### src/cai_pkg.sv
// Constants and types shared by the counter auxiliary input function block.
//
// Operation
// RULE_01 - Alarm code: each rising aux input edge sets the special-function event flag.
// RULE_02 - Hardware gate code: aux input low disables the counter, high enables it.
// RULE_03 - Counter may be enabled by the hardware gate or by the software gate.
// RULE_04 - Opening the hardware gate sets the special-function event flag.
// RULE_05 - Gate opening or closing changes only the enable, never the count.
// RULE_06 - Single capture-reload code: rising edge captures count, reloads, keeps counting.
// RULE_07 - Continuous capture-reload code: same capture and reload on rising edges.
// RULE_08 - Paired single code: own input synchronises, the other input gates.
// RULE_09 - Paired continuous code: same pairing, counter 2 synchronises periodically.
// RULE_10 - In paired codes one combined enable bit enables both inputs.
// RULE_11 - Codes 6 and 10 to 14 reserved; 7 to 9 route input to PWM.
// RULE_12 - Code 15 makes input a plain digital input reported in status.
// RULE_13 - Retrigger copies count to capture, reload to count, then counts on.
// RULE_14 - Retrigger sets event flag; message clear pulse 0, 1, 0 clears it.
// RULE_15 - One-shot bit set: only the first edge after enabling retriggers.
// RULE_16 - Hardware retrigger needs global off 0, special off 0, rising edge.
// RULE_17 - Soft capture bit rise captures, reloads, sets soft event unless global off.
// RULE_18 - Special function on by default, off when its bit is 1, acknowledged.
// RULE_19 - One-shot bit clear: every qualifying rising edge retriggers.
package cai_pkg;

  localparam int CNT_W = 32;
  localparam int APB_AW = 8;

  localparam logic [7:0] OFS_CTRL0 = 8'h00;
  localparam logic [7:0] OFS_CTRL1 = 8'h04;
  localparam logic [7:0] OFS_MODE = 8'h08;
  localparam logic [7:0] OFS_STATUS = 8'h0C;
  localparam logic [7:0] OFS_LOAD0 = 8'h10;
  localparam logic [7:0] OFS_LOAD1 = 8'h14;
  localparam logic [7:0] OFS_COUNT0 = 8'h18;
  localparam logic [7:0] OFS_COUNT1 = 8'h1C;
  localparam logic [7:0] OFS_LATCH0 = 8'h20;
  localparam logic [7:0] OFS_LATCH1 = 8'h24;

  localparam logic [7:0] CTRL_RST = 8'h00;
  localparam logic [7:0] MODE_RST = 8'h00;
  localparam logic [31:0] WORD_RST = 32'h0000_0000;

  localparam int CTL_SW_GATE = 0;
  localparam int CTL_SF_OFF = 1;
  localparam int CTL_GLOBAL_OFF = 2;
  localparam int CTL_MSG_CLEAR = 3;
  localparam int CTL_COMBINED_EN = 4;
  localparam int CTL_SOFT_CAPTURE = 5;
  localparam int CTL_ONE_SHOT = 6;

  localparam int STS_PER_CH = 8;
  localparam int STS_SF_EVENT = 0;
  localparam int STS_SOFT_EVENT = 1;
  localparam int STS_SF_ON_ACK = 2;
  localparam int STS_CNT_EN = 3;
  localparam int STS_AUX_LEVEL = 4;
  localparam int STS_PWM_ROUTE = 5;
  localparam int STS_CODE_RSVD = 6;

  typedef enum logic [3:0] {
    FN_ALARM = 4'h0,
    FN_GATE = 4'h1,
    FN_SYNC_ONE = 4'h2,
    FN_SYNC_RUN = 4'h3,
    FN_PAIR_ONE = 4'h4,
    FN_PAIR_RUN = 4'h5,
    FN_RSVD_LO = 4'h6,
    FN_PWM_FIRST = 4'h7,
    FN_PWM_LAST = 4'h9,
    FN_DIGIN = 4'hF
  } cai_func_type;

endpackage

### src/cai_aux_if.sv
// Carrier for the filtered auxiliary input levels and their rising edges.
`timescale 1ns/10ps
interface cai_aux_if #(parameter int N = 2);
  logic [N-1:0] lvl;
  logic [N-1:0] rise;
  modport src (output lvl, output rise);
  modport dst (input lvl, input rise);
endinterface // cai_aux_if

### src/cai_aux_func.sv
// Auxiliary input functions of a dual counter with an APB register slave.
`timescale 1ns/10ps
module cai_aux_func #(
  parameter int CNT_W = cai_pkg::CNT_W
) (
  input wire logic sys_clk,
  input wire logic rstn,
  input wire logic clkEn,
  input wire logic psel,
  input wire logic penable,
  input wire logic pwrite,
  input wire logic [cai_pkg::APB_AW-1:0] paddr,
  input wire logic [31:0] pwdata,
  output logic [31:0] prdata,
  output logic pready,
  output logic pslverr,
  input wire logic [1:0] auxPin,
  input wire logic [1:0] countTick,
  output logic [1:0] counterEnable,
  output logic [1:0] pwmAuxRoute,
  output logic [1:0] pwmAuxLevel
);

  cai_aux_if #(.N(2)) auxBus ();

  cai_aux_sync #(.N(2)) u_sync (
    .sys_clk(sys_clk),
    .rstn(rstn),
    .clkEn(clkEn),
    .auxPin(auxPin),
    .aux(auxBus)
  );

  logic [7:0] ctrl_r [2];
  logic [7:0] ctrl_nxt [2];
  logic [7:0] mode_r, mode_nxt;
  logic [CNT_W-1:0] load_r [2];
  logic [CNT_W-1:0] load_nxt [2];
  logic [CNT_W-1:0] count_r [2];
  logic [CNT_W-1:0] count_nxt [2];
  logic [CNT_W-1:0] latch_r [2];
  logic [CNT_W-1:0] latch_nxt [2];
  logic [1:0] sfEv_r, sfEv_nxt, swEv_r, swEv_nxt, armed_r, armed_nxt;
  logic [1:0] gateOpen_r, gateOpen_nxt, softPrev_r, softPrev_nxt;
  logic [1:0] clrPrev_r, clrPrev_nxt, enOut_r, enOut_nxt;
  logic [1:0] route_r, route_nxt, pwmLvl_r, pwmLvl_nxt;
  logic [31:0] prdata_r, prdata_nxt;
  logic dataOk_r, dataOk_nxt;

  cai_pkg::cai_func_type code [2];
  logic [1:0] paired, pairOn, gateMode, gateLvl, hwGateOpen, cntEn, syncMode;
  logic [1:0] oneShotEff, hwRetrig, swRetrig, alarmSet, gateRise, sfSet, clrPulse;
  logic [1:0] codeRsvd, pwmCode, sfOff, globalOff;
  logic [31:0] stsWord;
  logic wrEn;

  function automatic logic isMapped(input logic [cai_pkg::APB_AW-1:0] a);
    return (a == cai_pkg::OFS_CTRL0) || (a == cai_pkg::OFS_CTRL1) ||
           (a == cai_pkg::OFS_MODE) || (a == cai_pkg::OFS_STATUS) ||
           (a == cai_pkg::OFS_LOAD0) || (a == cai_pkg::OFS_LOAD1) ||
           (a == cai_pkg::OFS_COUNT0) || (a == cai_pkg::OFS_COUNT1) ||
           (a == cai_pkg::OFS_LATCH0) || (a == cai_pkg::OFS_LATCH1);
  endfunction

  function automatic logic isCode(input cai_pkg::cai_func_type k, input cai_pkg::cai_func_type v);
    return k == v;
  endfunction

  // Channel function decode, event flags and counter datapath.
  always_comb begin
    stsWord = cai_pkg::WORD_RST;
    mode_nxt = mode_r;
    if (wrEn && (paddr == cai_pkg::OFS_MODE)) begin
      mode_nxt = pwdata[7:0];
    end
    for (int c = 0; c < 2; c++) begin
      code[c] = cai_pkg::cai_func_type'(mode_r[4*c +: 4]);
      sfOff[c] = ctrl_r[c][cai_pkg::CTL_SF_OFF];
      globalOff[c] = ctrl_r[c][cai_pkg::CTL_GLOBAL_OFF];
      paired[c] = isCode(code[c], cai_pkg::FN_PAIR_ONE) ||
                  isCode(code[c], cai_pkg::FN_PAIR_RUN);
      // One combined enable switches both inputs of the pair at once.
      pairOn[c] = paired[c] && ctrl_r[c][cai_pkg::CTL_COMBINED_EN]; // RULE_10
      gateMode[c] = isCode(code[c], cai_pkg::FN_GATE) || pairOn[c]; // RULE_02
      // In a pair the gate comes from the partner input.
      gateLvl[c] = paired[c] ? auxBus.lvl[1-c] : auxBus.lvl[c]; // RULE_08 RULE_09
      hwGateOpen[c] = gateMode[c] && !sfOff[c] && gateLvl[c]; // RULE_02
      cntEn[c] = ctrl_r[c][cai_pkg::CTL_SW_GATE] || hwGateOpen[c]; // RULE_03
      syncMode[c] = isCode(code[c], cai_pkg::FN_SYNC_ONE) || // RULE_06
                    isCode(code[c], cai_pkg::FN_SYNC_RUN) || pairOn[c]; // RULE_07
      // Counter 2 in the paired continuous code follows the one-shot bit.
      oneShotEff[c] = ctrl_r[c][cai_pkg::CTL_ONE_SHOT] || // RULE_15
                      isCode(code[c], cai_pkg::FN_SYNC_ONE) ||
                      isCode(code[c], cai_pkg::FN_PAIR_ONE) ||
                      (isCode(code[c], cai_pkg::FN_PAIR_RUN) && (c == 0));
      hwRetrig[c] = syncMode[c] && auxBus.rise[c] && !globalOff[c] && // RULE_16
                    !sfOff[c] && armed_r[c]; // RULE_19
      swRetrig[c] = ctrl_r[c][cai_pkg::CTL_SOFT_CAPTURE] && !softPrev_r[c] &&
                    !globalOff[c]; // RULE_17
      alarmSet[c] = isCode(code[c], cai_pkg::FN_ALARM) && auxBus.rise[c] &&
                    !sfOff[c]; // RULE_01
      gateRise[c] = hwGateOpen[c] && !gateOpen_r[c]; // RULE_04
      sfSet[c] = alarmSet[c] || gateRise[c] || hwRetrig[c];
      // Clear fires on the 1 to 0 step, closing the 0, 1, 0 sequence.
      clrPulse[c] = clrPrev_r[c] && !ctrl_r[c][cai_pkg::CTL_MSG_CLEAR]; // RULE_14
      // A set in the clearing cycle wins so no event is lost.
      sfEv_nxt[c] = sfSet[c] || (sfEv_r[c] && !clrPulse[c]); // RULE_14
      swEv_nxt[c] = swRetrig[c] || (swEv_r[c] && !clrPulse[c]); // RULE_17
      armed_nxt[c] = armed_r[c];
      if (sfOff[c]) begin
        armed_nxt[c] = 1'b1;
      end else if (hwRetrig[c] && oneShotEff[c]) begin
        armed_nxt[c] = 1'b0; // RULE_15
      end
      codeRsvd[c] = isCode(code[c], cai_pkg::FN_RSVD_LO) ||
                    ((code[c] > cai_pkg::FN_PWM_LAST) && (code[c] < cai_pkg::FN_DIGIN)); // RULE_11
      pwmCode[c] = (code[c] >= cai_pkg::FN_PWM_FIRST) && (code[c] <= cai_pkg::FN_PWM_LAST);
      route_nxt[c] = pwmCode[c]; // RULE_11
      pwmLvl_nxt[c] = pwmCode[c] && auxBus.lvl[c]; // RULE_11
      enOut_nxt[c] = cntEn[c] && !globalOff[c];
      gateOpen_nxt[c] = hwGateOpen[c];
      softPrev_nxt[c] = ctrl_r[c][cai_pkg::CTL_SOFT_CAPTURE];
      clrPrev_nxt[c] = ctrl_r[c][cai_pkg::CTL_MSG_CLEAR];

      ctrl_nxt[c] = ctrl_r[c];
      load_nxt[c] = load_r[c];
      if (wrEn && (paddr == ((c == 0) ? cai_pkg::OFS_CTRL0 : cai_pkg::OFS_CTRL1))) begin
        ctrl_nxt[c] = pwdata[7:0];
      end
      if (wrEn && (paddr == ((c == 0) ? cai_pkg::OFS_LOAD0 : cai_pkg::OFS_LOAD1))) begin
        load_nxt[c] = pwdata[CNT_W-1:0];
      end
      // Capture first, then reload; the reload beats a tick or a bus write.
      latch_nxt[c] = latch_r[c];
      count_nxt[c] = count_r[c];
      if (hwRetrig[c] || swRetrig[c]) begin
        latch_nxt[c] = count_r[c]; // RULE_13
        count_nxt[c] = load_r[c]; // RULE_13
      end else if (wrEn && (paddr == ((c == 0) ? cai_pkg::OFS_COUNT0
                                                : cai_pkg::OFS_COUNT1))) begin
        count_nxt[c] = pwdata[CNT_W-1:0];
      end else if (enOut_nxt[c] && countTick[c]) begin
        // The gate only steers the increment, the count itself is kept.
        count_nxt[c] = count_r[c] + CNT_W'(1); // RULE_05
      end

      stsWord[c*cai_pkg::STS_PER_CH + cai_pkg::STS_SF_EVENT] = sfEv_r[c];
      stsWord[c*cai_pkg::STS_PER_CH + cai_pkg::STS_SOFT_EVENT] = swEv_r[c];
      stsWord[c*cai_pkg::STS_PER_CH + cai_pkg::STS_SF_ON_ACK] = !sfOff[c]; // RULE_18
      stsWord[c*cai_pkg::STS_PER_CH + cai_pkg::STS_CNT_EN] = enOut_r[c];
      // The filtered level is always visible, which serves the digital input code.
      stsWord[c*cai_pkg::STS_PER_CH + cai_pkg::STS_AUX_LEVEL] = auxBus.lvl[c]; // RULE_12
      stsWord[c*cai_pkg::STS_PER_CH + cai_pkg::STS_PWM_ROUTE] = route_r[c];
      stsWord[c*cai_pkg::STS_PER_CH + cai_pkg::STS_CODE_RSVD] = codeRsvd[c];
    end
  end

  always_ff @(posedge sys_clk or negedge rstn) begin
    if (!rstn) begin
      for (int c = 0; c < 2; c++) begin
        ctrl_r[c] <= cai_pkg::CTRL_RST; // RULE_18
        load_r[c] <= CNT_W'(cai_pkg::WORD_RST);
        count_r[c] <= CNT_W'(cai_pkg::WORD_RST);
        latch_r[c] <= CNT_W'(cai_pkg::WORD_RST);
      end
      mode_r <= cai_pkg::MODE_RST;
      sfEv_r <= '0;
      swEv_r <= '0;
      armed_r <= '1;
      gateOpen_r <= '0;
      softPrev_r <= '0;
      clrPrev_r <= '0;
      enOut_r <= '0;
      route_r <= '0;
      pwmLvl_r <= '0;
    end else if (clkEn) begin
      for (int c = 0; c < 2; c++) begin
        ctrl_r[c] <= ctrl_nxt[c];
        load_r[c] <= load_nxt[c];
        count_r[c] <= count_nxt[c];
        latch_r[c] <= latch_nxt[c];
      end
      mode_r <= mode_nxt;
      sfEv_r <= sfEv_nxt;
      swEv_r <= swEv_nxt;
      armed_r <= armed_nxt;
      gateOpen_r <= gateOpen_nxt;
      softPrev_r <= softPrev_nxt;
      clrPrev_r <= clrPrev_nxt;
      enOut_r <= enOut_nxt;
      route_r <= route_nxt;
      pwmLvl_r <= pwmLvl_nxt;
    end
  end

  // Read data are snapshotted before the access completes, so the answer
  // always comes from a flip-flop; the price is one setup cycle of latency.
  always_comb begin
    pready = psel && penable && clkEn && dataOk_r;
    pslverr = pready && !isMapped(paddr);
    wrEn = pready && pwrite && isMapped(paddr);
    dataOk_nxt = psel && !pready;
    prdata_nxt = prdata_r;
    if (psel && !dataOk_r) begin
      unique case (paddr)
        cai_pkg::OFS_CTRL0: prdata_nxt = {24'h00_0000, ctrl_r[0]};
        cai_pkg::OFS_CTRL1: prdata_nxt = {24'h00_0000, ctrl_r[1]};
        cai_pkg::OFS_MODE: prdata_nxt = {24'h00_0000, mode_r};
        cai_pkg::OFS_STATUS: prdata_nxt = stsWord;
        cai_pkg::OFS_LOAD0: prdata_nxt = 32'(load_r[0]);
        cai_pkg::OFS_LOAD1: prdata_nxt = 32'(load_r[1]);
        cai_pkg::OFS_COUNT0: prdata_nxt = 32'(count_r[0]);
        cai_pkg::OFS_COUNT1: prdata_nxt = 32'(count_r[1]);
        cai_pkg::OFS_LATCH0: prdata_nxt = 32'(latch_r[0]);
        cai_pkg::OFS_LATCH1: prdata_nxt = 32'(latch_r[1]);
        default: prdata_nxt = cai_pkg::WORD_RST;
      endcase
    end
  end

  always_ff @(posedge sys_clk or negedge rstn) begin
    if (!rstn) begin
      prdata_r <= cai_pkg::WORD_RST;
      dataOk_r <= 1'b0;
    end else if (clkEn) begin
      prdata_r <= prdata_nxt;
      dataOk_r <= dataOk_nxt;
    end
  end

  assign prdata = prdata_r;
  assign counterEnable = enOut_r;
  assign pwmAuxRoute = route_r;
  assign pwmAuxLevel = pwmLvl_r;
endmodule // cai_aux_func

### src/cai_aux_sync.sv
// Three-stage input synchroniser and agreement filter for the auxiliary pins.
`timescale 1ns/10ps
module cai_aux_sync #(
  parameter int N = 2
) (
  input wire logic sys_clk,
  input wire logic rstn,
  input wire logic clkEn,
  input wire logic [N-1:0] auxPin,
  cai_aux_if.src aux
);

  logic [N-1:0] s1_r, s2_r, s3_r, lvl_r, rise_r;
  logic [N-1:0] s1_nxt, s2_nxt, s3_nxt, lvl_nxt, rise_nxt;

  // A level only counts once stages two and three agree, so a glitch that
  // lives for a single sample never reaches the counter logic.
  always_comb begin
    s1_nxt = auxPin;
    s2_nxt = s1_r;
    s3_nxt = s2_r;
    lvl_nxt = lvl_r;
    for (int i = 0; i < N; i++) begin
      if (s2_r[i] == s3_r[i]) begin
        lvl_nxt[i] = s3_r[i];
      end
    end
    rise_nxt = lvl_nxt & ~lvl_r;
  end

  always_ff @(posedge sys_clk or negedge rstn) begin
    if (!rstn) begin
      s1_r <= '0;
      s2_r <= '0;
      s3_r <= '0;
      lvl_r <= '0;
      rise_r <= '0;
    end else if (clkEn) begin
      s1_r <= s1_nxt;
      s2_r <= s2_nxt;
      s3_r <= s3_nxt;
      lvl_r <= lvl_nxt;
      rise_r <= rise_nxt;
    end
  end

  assign aux.lvl = lvl_r;
  assign aux.rise = rise_r;

endmodule // cai_aux_sync

### config.mk
export PLATFORM = sky130hd
export DESIGN_NAME = cai_aux_func
export DESIGN_NICKNAME = d
export VERILOG_FILES = /design/src/cai_pkg.sv /design/src/cai_aux_if.sv /design/src/cai_aux_func.sv /design/src/cai_aux_sync.sv
export SDC_FILE = /design/constraint.sdc
export NUM_CORES = 1
export LEC_CHECK = 0
export ABC_AREA = 1
export BUFFER_PORTS_ARGS = -buffer_cell sky130_fd_sc_hd__buf_2
export CORE_MARGIN = 1
export CORE_UTILIZATION = 55
export DETAILED_ROUTE_END_ITERATION = 8
export PLACE_DENSITY = 0.83
export SETUP_SLACK_MARGIN = 0.5
export SYNTH_ARGS = -nofsm -noshare
export SYNTH_HDL_FRONTEND = slang
export SYNTH_SLANG_ARGS = --single-unit
export TNS_END_PERCENT = 10
### constraint.sdc
create_clock -name sys_clk -period 2.4 [get_ports sys_clk]
set_input_delay 0.24 -clock sys_clk [delete_from_list [all_inputs] [get_ports sys_clk]]
set_output_delay 0.24 -clock sys_clk [all_outputs]
set_load 0.03 [all_outputs]
==> results.md <==
* Status: complete, but fails checks
* Failing checks: DRC
* Post-detail-place hpwl at 37.7 mm
* Max Clk Rate at 514 MHz
* Sequential area share after synthesis at 43.8%
* Remaining Overflow, GRT at 0
* Via/cell ratio at 6.14
* Final hold slack at 3.96 ps
* Port bufs at 89
* Crit path capture type: flop
* Unrepaired setup endpoints after global routing: yes
* Synth warnings at 0
* Rows at 61
* CTS H-tree lvls at 1
* Mean Syn Cell Area at 7.09 um^2
* Post-layout min period at 1950 ps
* CTS tree: yes
* Total power at 10.8 mW
* Worst slew margin at 55.4%
* Core Footprint at 28,000 um^2
* Synthesized area at 15,800 um^2
* Final setup viols at 0
* Clk pwr share at 46.1%
* Worst slew pin tran at 668 ps
* WS Path Type: reg2reg
* NetSw at 2.72 mW
* Share of cells above drive strength 1 at 17.6%
* Hold WC Path Type: in2reg
* Clock Latency Late Sink at 580 ps
* Worst-path clk slew at 60 ps
* Final #Nets at 2,424
* Final ANT Viol Nets at 0
* Ys async rst share at 100%
* Synth Register Bits at 277
* Critical path arrival at 2450 ps
* Chip width at 172 um
* Worst Skew at 17.9 ps
* Synth unique cells at 41
* CP max stage cell: dfrtp_2
* # fillers at 2,231
* Leak at 9.69 nW
* Period utilization at 81.1%
* CTS Buffer Depth at 3
* Maxcap violations at 0
* Peak VDD IR at 562 uV
* Dpl cell area at 16,900 um^2
* Crit-path most repeated cell: nand2_1
* Cell count after placement at 2,653
* Final core utilization at 68.5%
* Antenna violations before repair at 1
* CP peak stage delay at 460 ps
* Tot GR Track Use at 39.2%
* Die ar. at 29,400 um^2
* Wire length per cell at 21.7 um
* CTS buffer count at 30
* Initial Utilization at 56.5%
* Final worst slack at 453 ps
* Pint at 8.03 mW
* Post-synth top area share at 43.5%
* # DRC at 2
* Switching portion of total power at 25.3%
* Largest cells by area after synthesis: dfrtp_1 44%, nand2_1 20%, o21ai_0 5.4%, inv_1 5.4%, nand3_1 3.5%
* Clk root buf: clkbuf_16
* Global-route wire length before repair at 87.8 mm
* Worst EP required at 2900 ps
* DP Worst Slack at 312 ps
* Comb power frac at 8.2%
* EDFF count, synth at 0
* Share of power burned in registers at 45.7%
* Layout area overhead at 21.4%
* Power Dens Cells at 560 nW/um^2
* R2R Setup Slk at 450 ps
* Startpoint type of the worst setup path: flop
* Max-slew violations at 0
* Main flop type after synthesis: dfrtp_1
* Initial DRC Count at 2,758
* Die Y at 172 um
* Most frequent cells in the layout: 841 x nand2_1, 243 x dfrtp_1, 219 x inv_1
* Pin count of the biggest net entering global routing at 79
* Final Hold Viols at 0
* Clock sinks at 277
* Vias in the first global route at 15,600
* Syn Nets at 2,284
* Routability Congestion at 1.04
* DRT Wirelength at 60.2 mm
* Cells after Synth at 2,232
* Final setup TNS at 0 ps
* IO Count at 90
* CP max FO at 7
* Crit path cell chain: nor2_4 > nand2_1 > o21ai_0 > nand3_1 > nand2_2 > nand3_2 > nand3_2 > nand2_4 > clkinv_8 > buf_12 > nand2_1 > nand2_1
* Final Cell Area at 19,200 um^2
* Drt first pass iters at 8
* Non-filler cells, final at 2,774
* Routed via count at 17,000
* Commonest non-fill, non-tap cell in the layout: nand2_1
* Synth area leader: dfrtp_1
[layer usage]
layer | vias to the layer above | track usage (%) | share of wire (%)
met3 | 383 | 8.61 | 15
met1 | 7878 | 54.0 | 37
li1 | 7434 | - | -
met2 | 1347 | 58.1 | 41
met4 | 0 | 19.8 | 7.3
met5 | - | 0 | 0
[worst paths after layout]
path	start	to	cells after the start
max	mode_r[2]$_DFFE_PN0P_	count_r[45]$_DFFE_PN0P_	12
max in group asynchronous	rstn	count_r[33]$_DFFE_PN0P_	3
min in group asynchronous	rstn	pwmAuxRoute[1]$_DFFE_PN0P_	2
max reg2reg	mode_r[2]$_DFFE_PN0P_	count_r[45]$_DFFE_PN0P_	12
min reg2reg	prdata[6]$_DFFE_PN0P_	prdata[6]$_DFFE_PN0P_	2
min	pwdata[8]	load_r[40]$_DFFE_PN0P_	3
[cell usage after synthesis (4+ instances only)]
cell type	number
xnor2_1	4
o2111ai_1	7
nand2_4	6
a21oi_1	29
buf_4	23
nand3b_1	5
nor2_4	6
o21a_1	21
nand2_2	8
a221oi_1	6
o21ai_0	172
o221ai_1	6
inv_2	18
nor2_1	94
nand4_1	73
nor3_1	31
o211ai_1	7
xor2_1	36
o22ai_1	42
buf_2	38
nor2_2	10
o21ai_1	38
nand2_1	860
buf_1	4
dfrtp_1	275
nand3_1	112
clkbuf_1	53
inv_1	228
[power by group through the flow]
stage                     Combinational [mW]  Sequential [mW]  Clock [mW]
after detailed placement               0.764             4.98           0
after floorplan                        0.405             4.95           0
final                                  0.882             4.91        4.96
after global placement                 0.751             4.98           0
after CTS                              0.813             4.89        4.94
after global routing                   0.967             4.92        5.15
[logic make-up (layout without fill, tap and decap cells)]
group | Yosys count | count (layout) | synth area share (%)
simple gates | 1211 | 1211 | 32.3
buf+inv | 367 | 530 | 9.57
flops | 277 | 277 | 43.8
xor+xnor | 40 | 40 | 2.21
compound gates | 335 | 335 | 12.0
other cells | 0 | 1 | 0
fa+ha+maj | 2 | 2 | 0.158
[final cells by class]
class	instances	area [um^2]	area share, %
tap	378	473	2.46
timing repair buffer	226	1970	10.3
clock buffer	45	928	4.84
clock inverter	10	129	0.671
antenna	1	2.50	0.0130
inverter	249	980	5.10
multi-input combinational	1588	7740	40.3
sequential	277	6970	36.3
[sequential cells by signal, indices dropped and copies added (netlist names), 8 cells and up]
name,flops
load_r,64
mode_r,8
prdata,32
count_r,64
latch_r,64
ctrl_r,14
[worst max-delay path: cells and delay by family (launching register included)]
family / cells / cell delay, ps
compound gates: 1 / 210
buf+inv: 2 / 260
simple gates: 9 / 960
flops: 1 / 460
[what timing repair did]
| item | 4_1_cts | 5_1_grt |
|---|---|---|
| gates cloned | 1 | 8 |
| endpoints found under the hold margin | 101 | 0 |
| hold buffers | 21 | 0 |
| pin swaps | 1 | 21 |
| endpoints found under the setup margin | 65 | 158 |
| gates resized for setup | 36 | 139 |
| buffers inserted | 5 | 30 |
(Power assumes the default switching activity.)
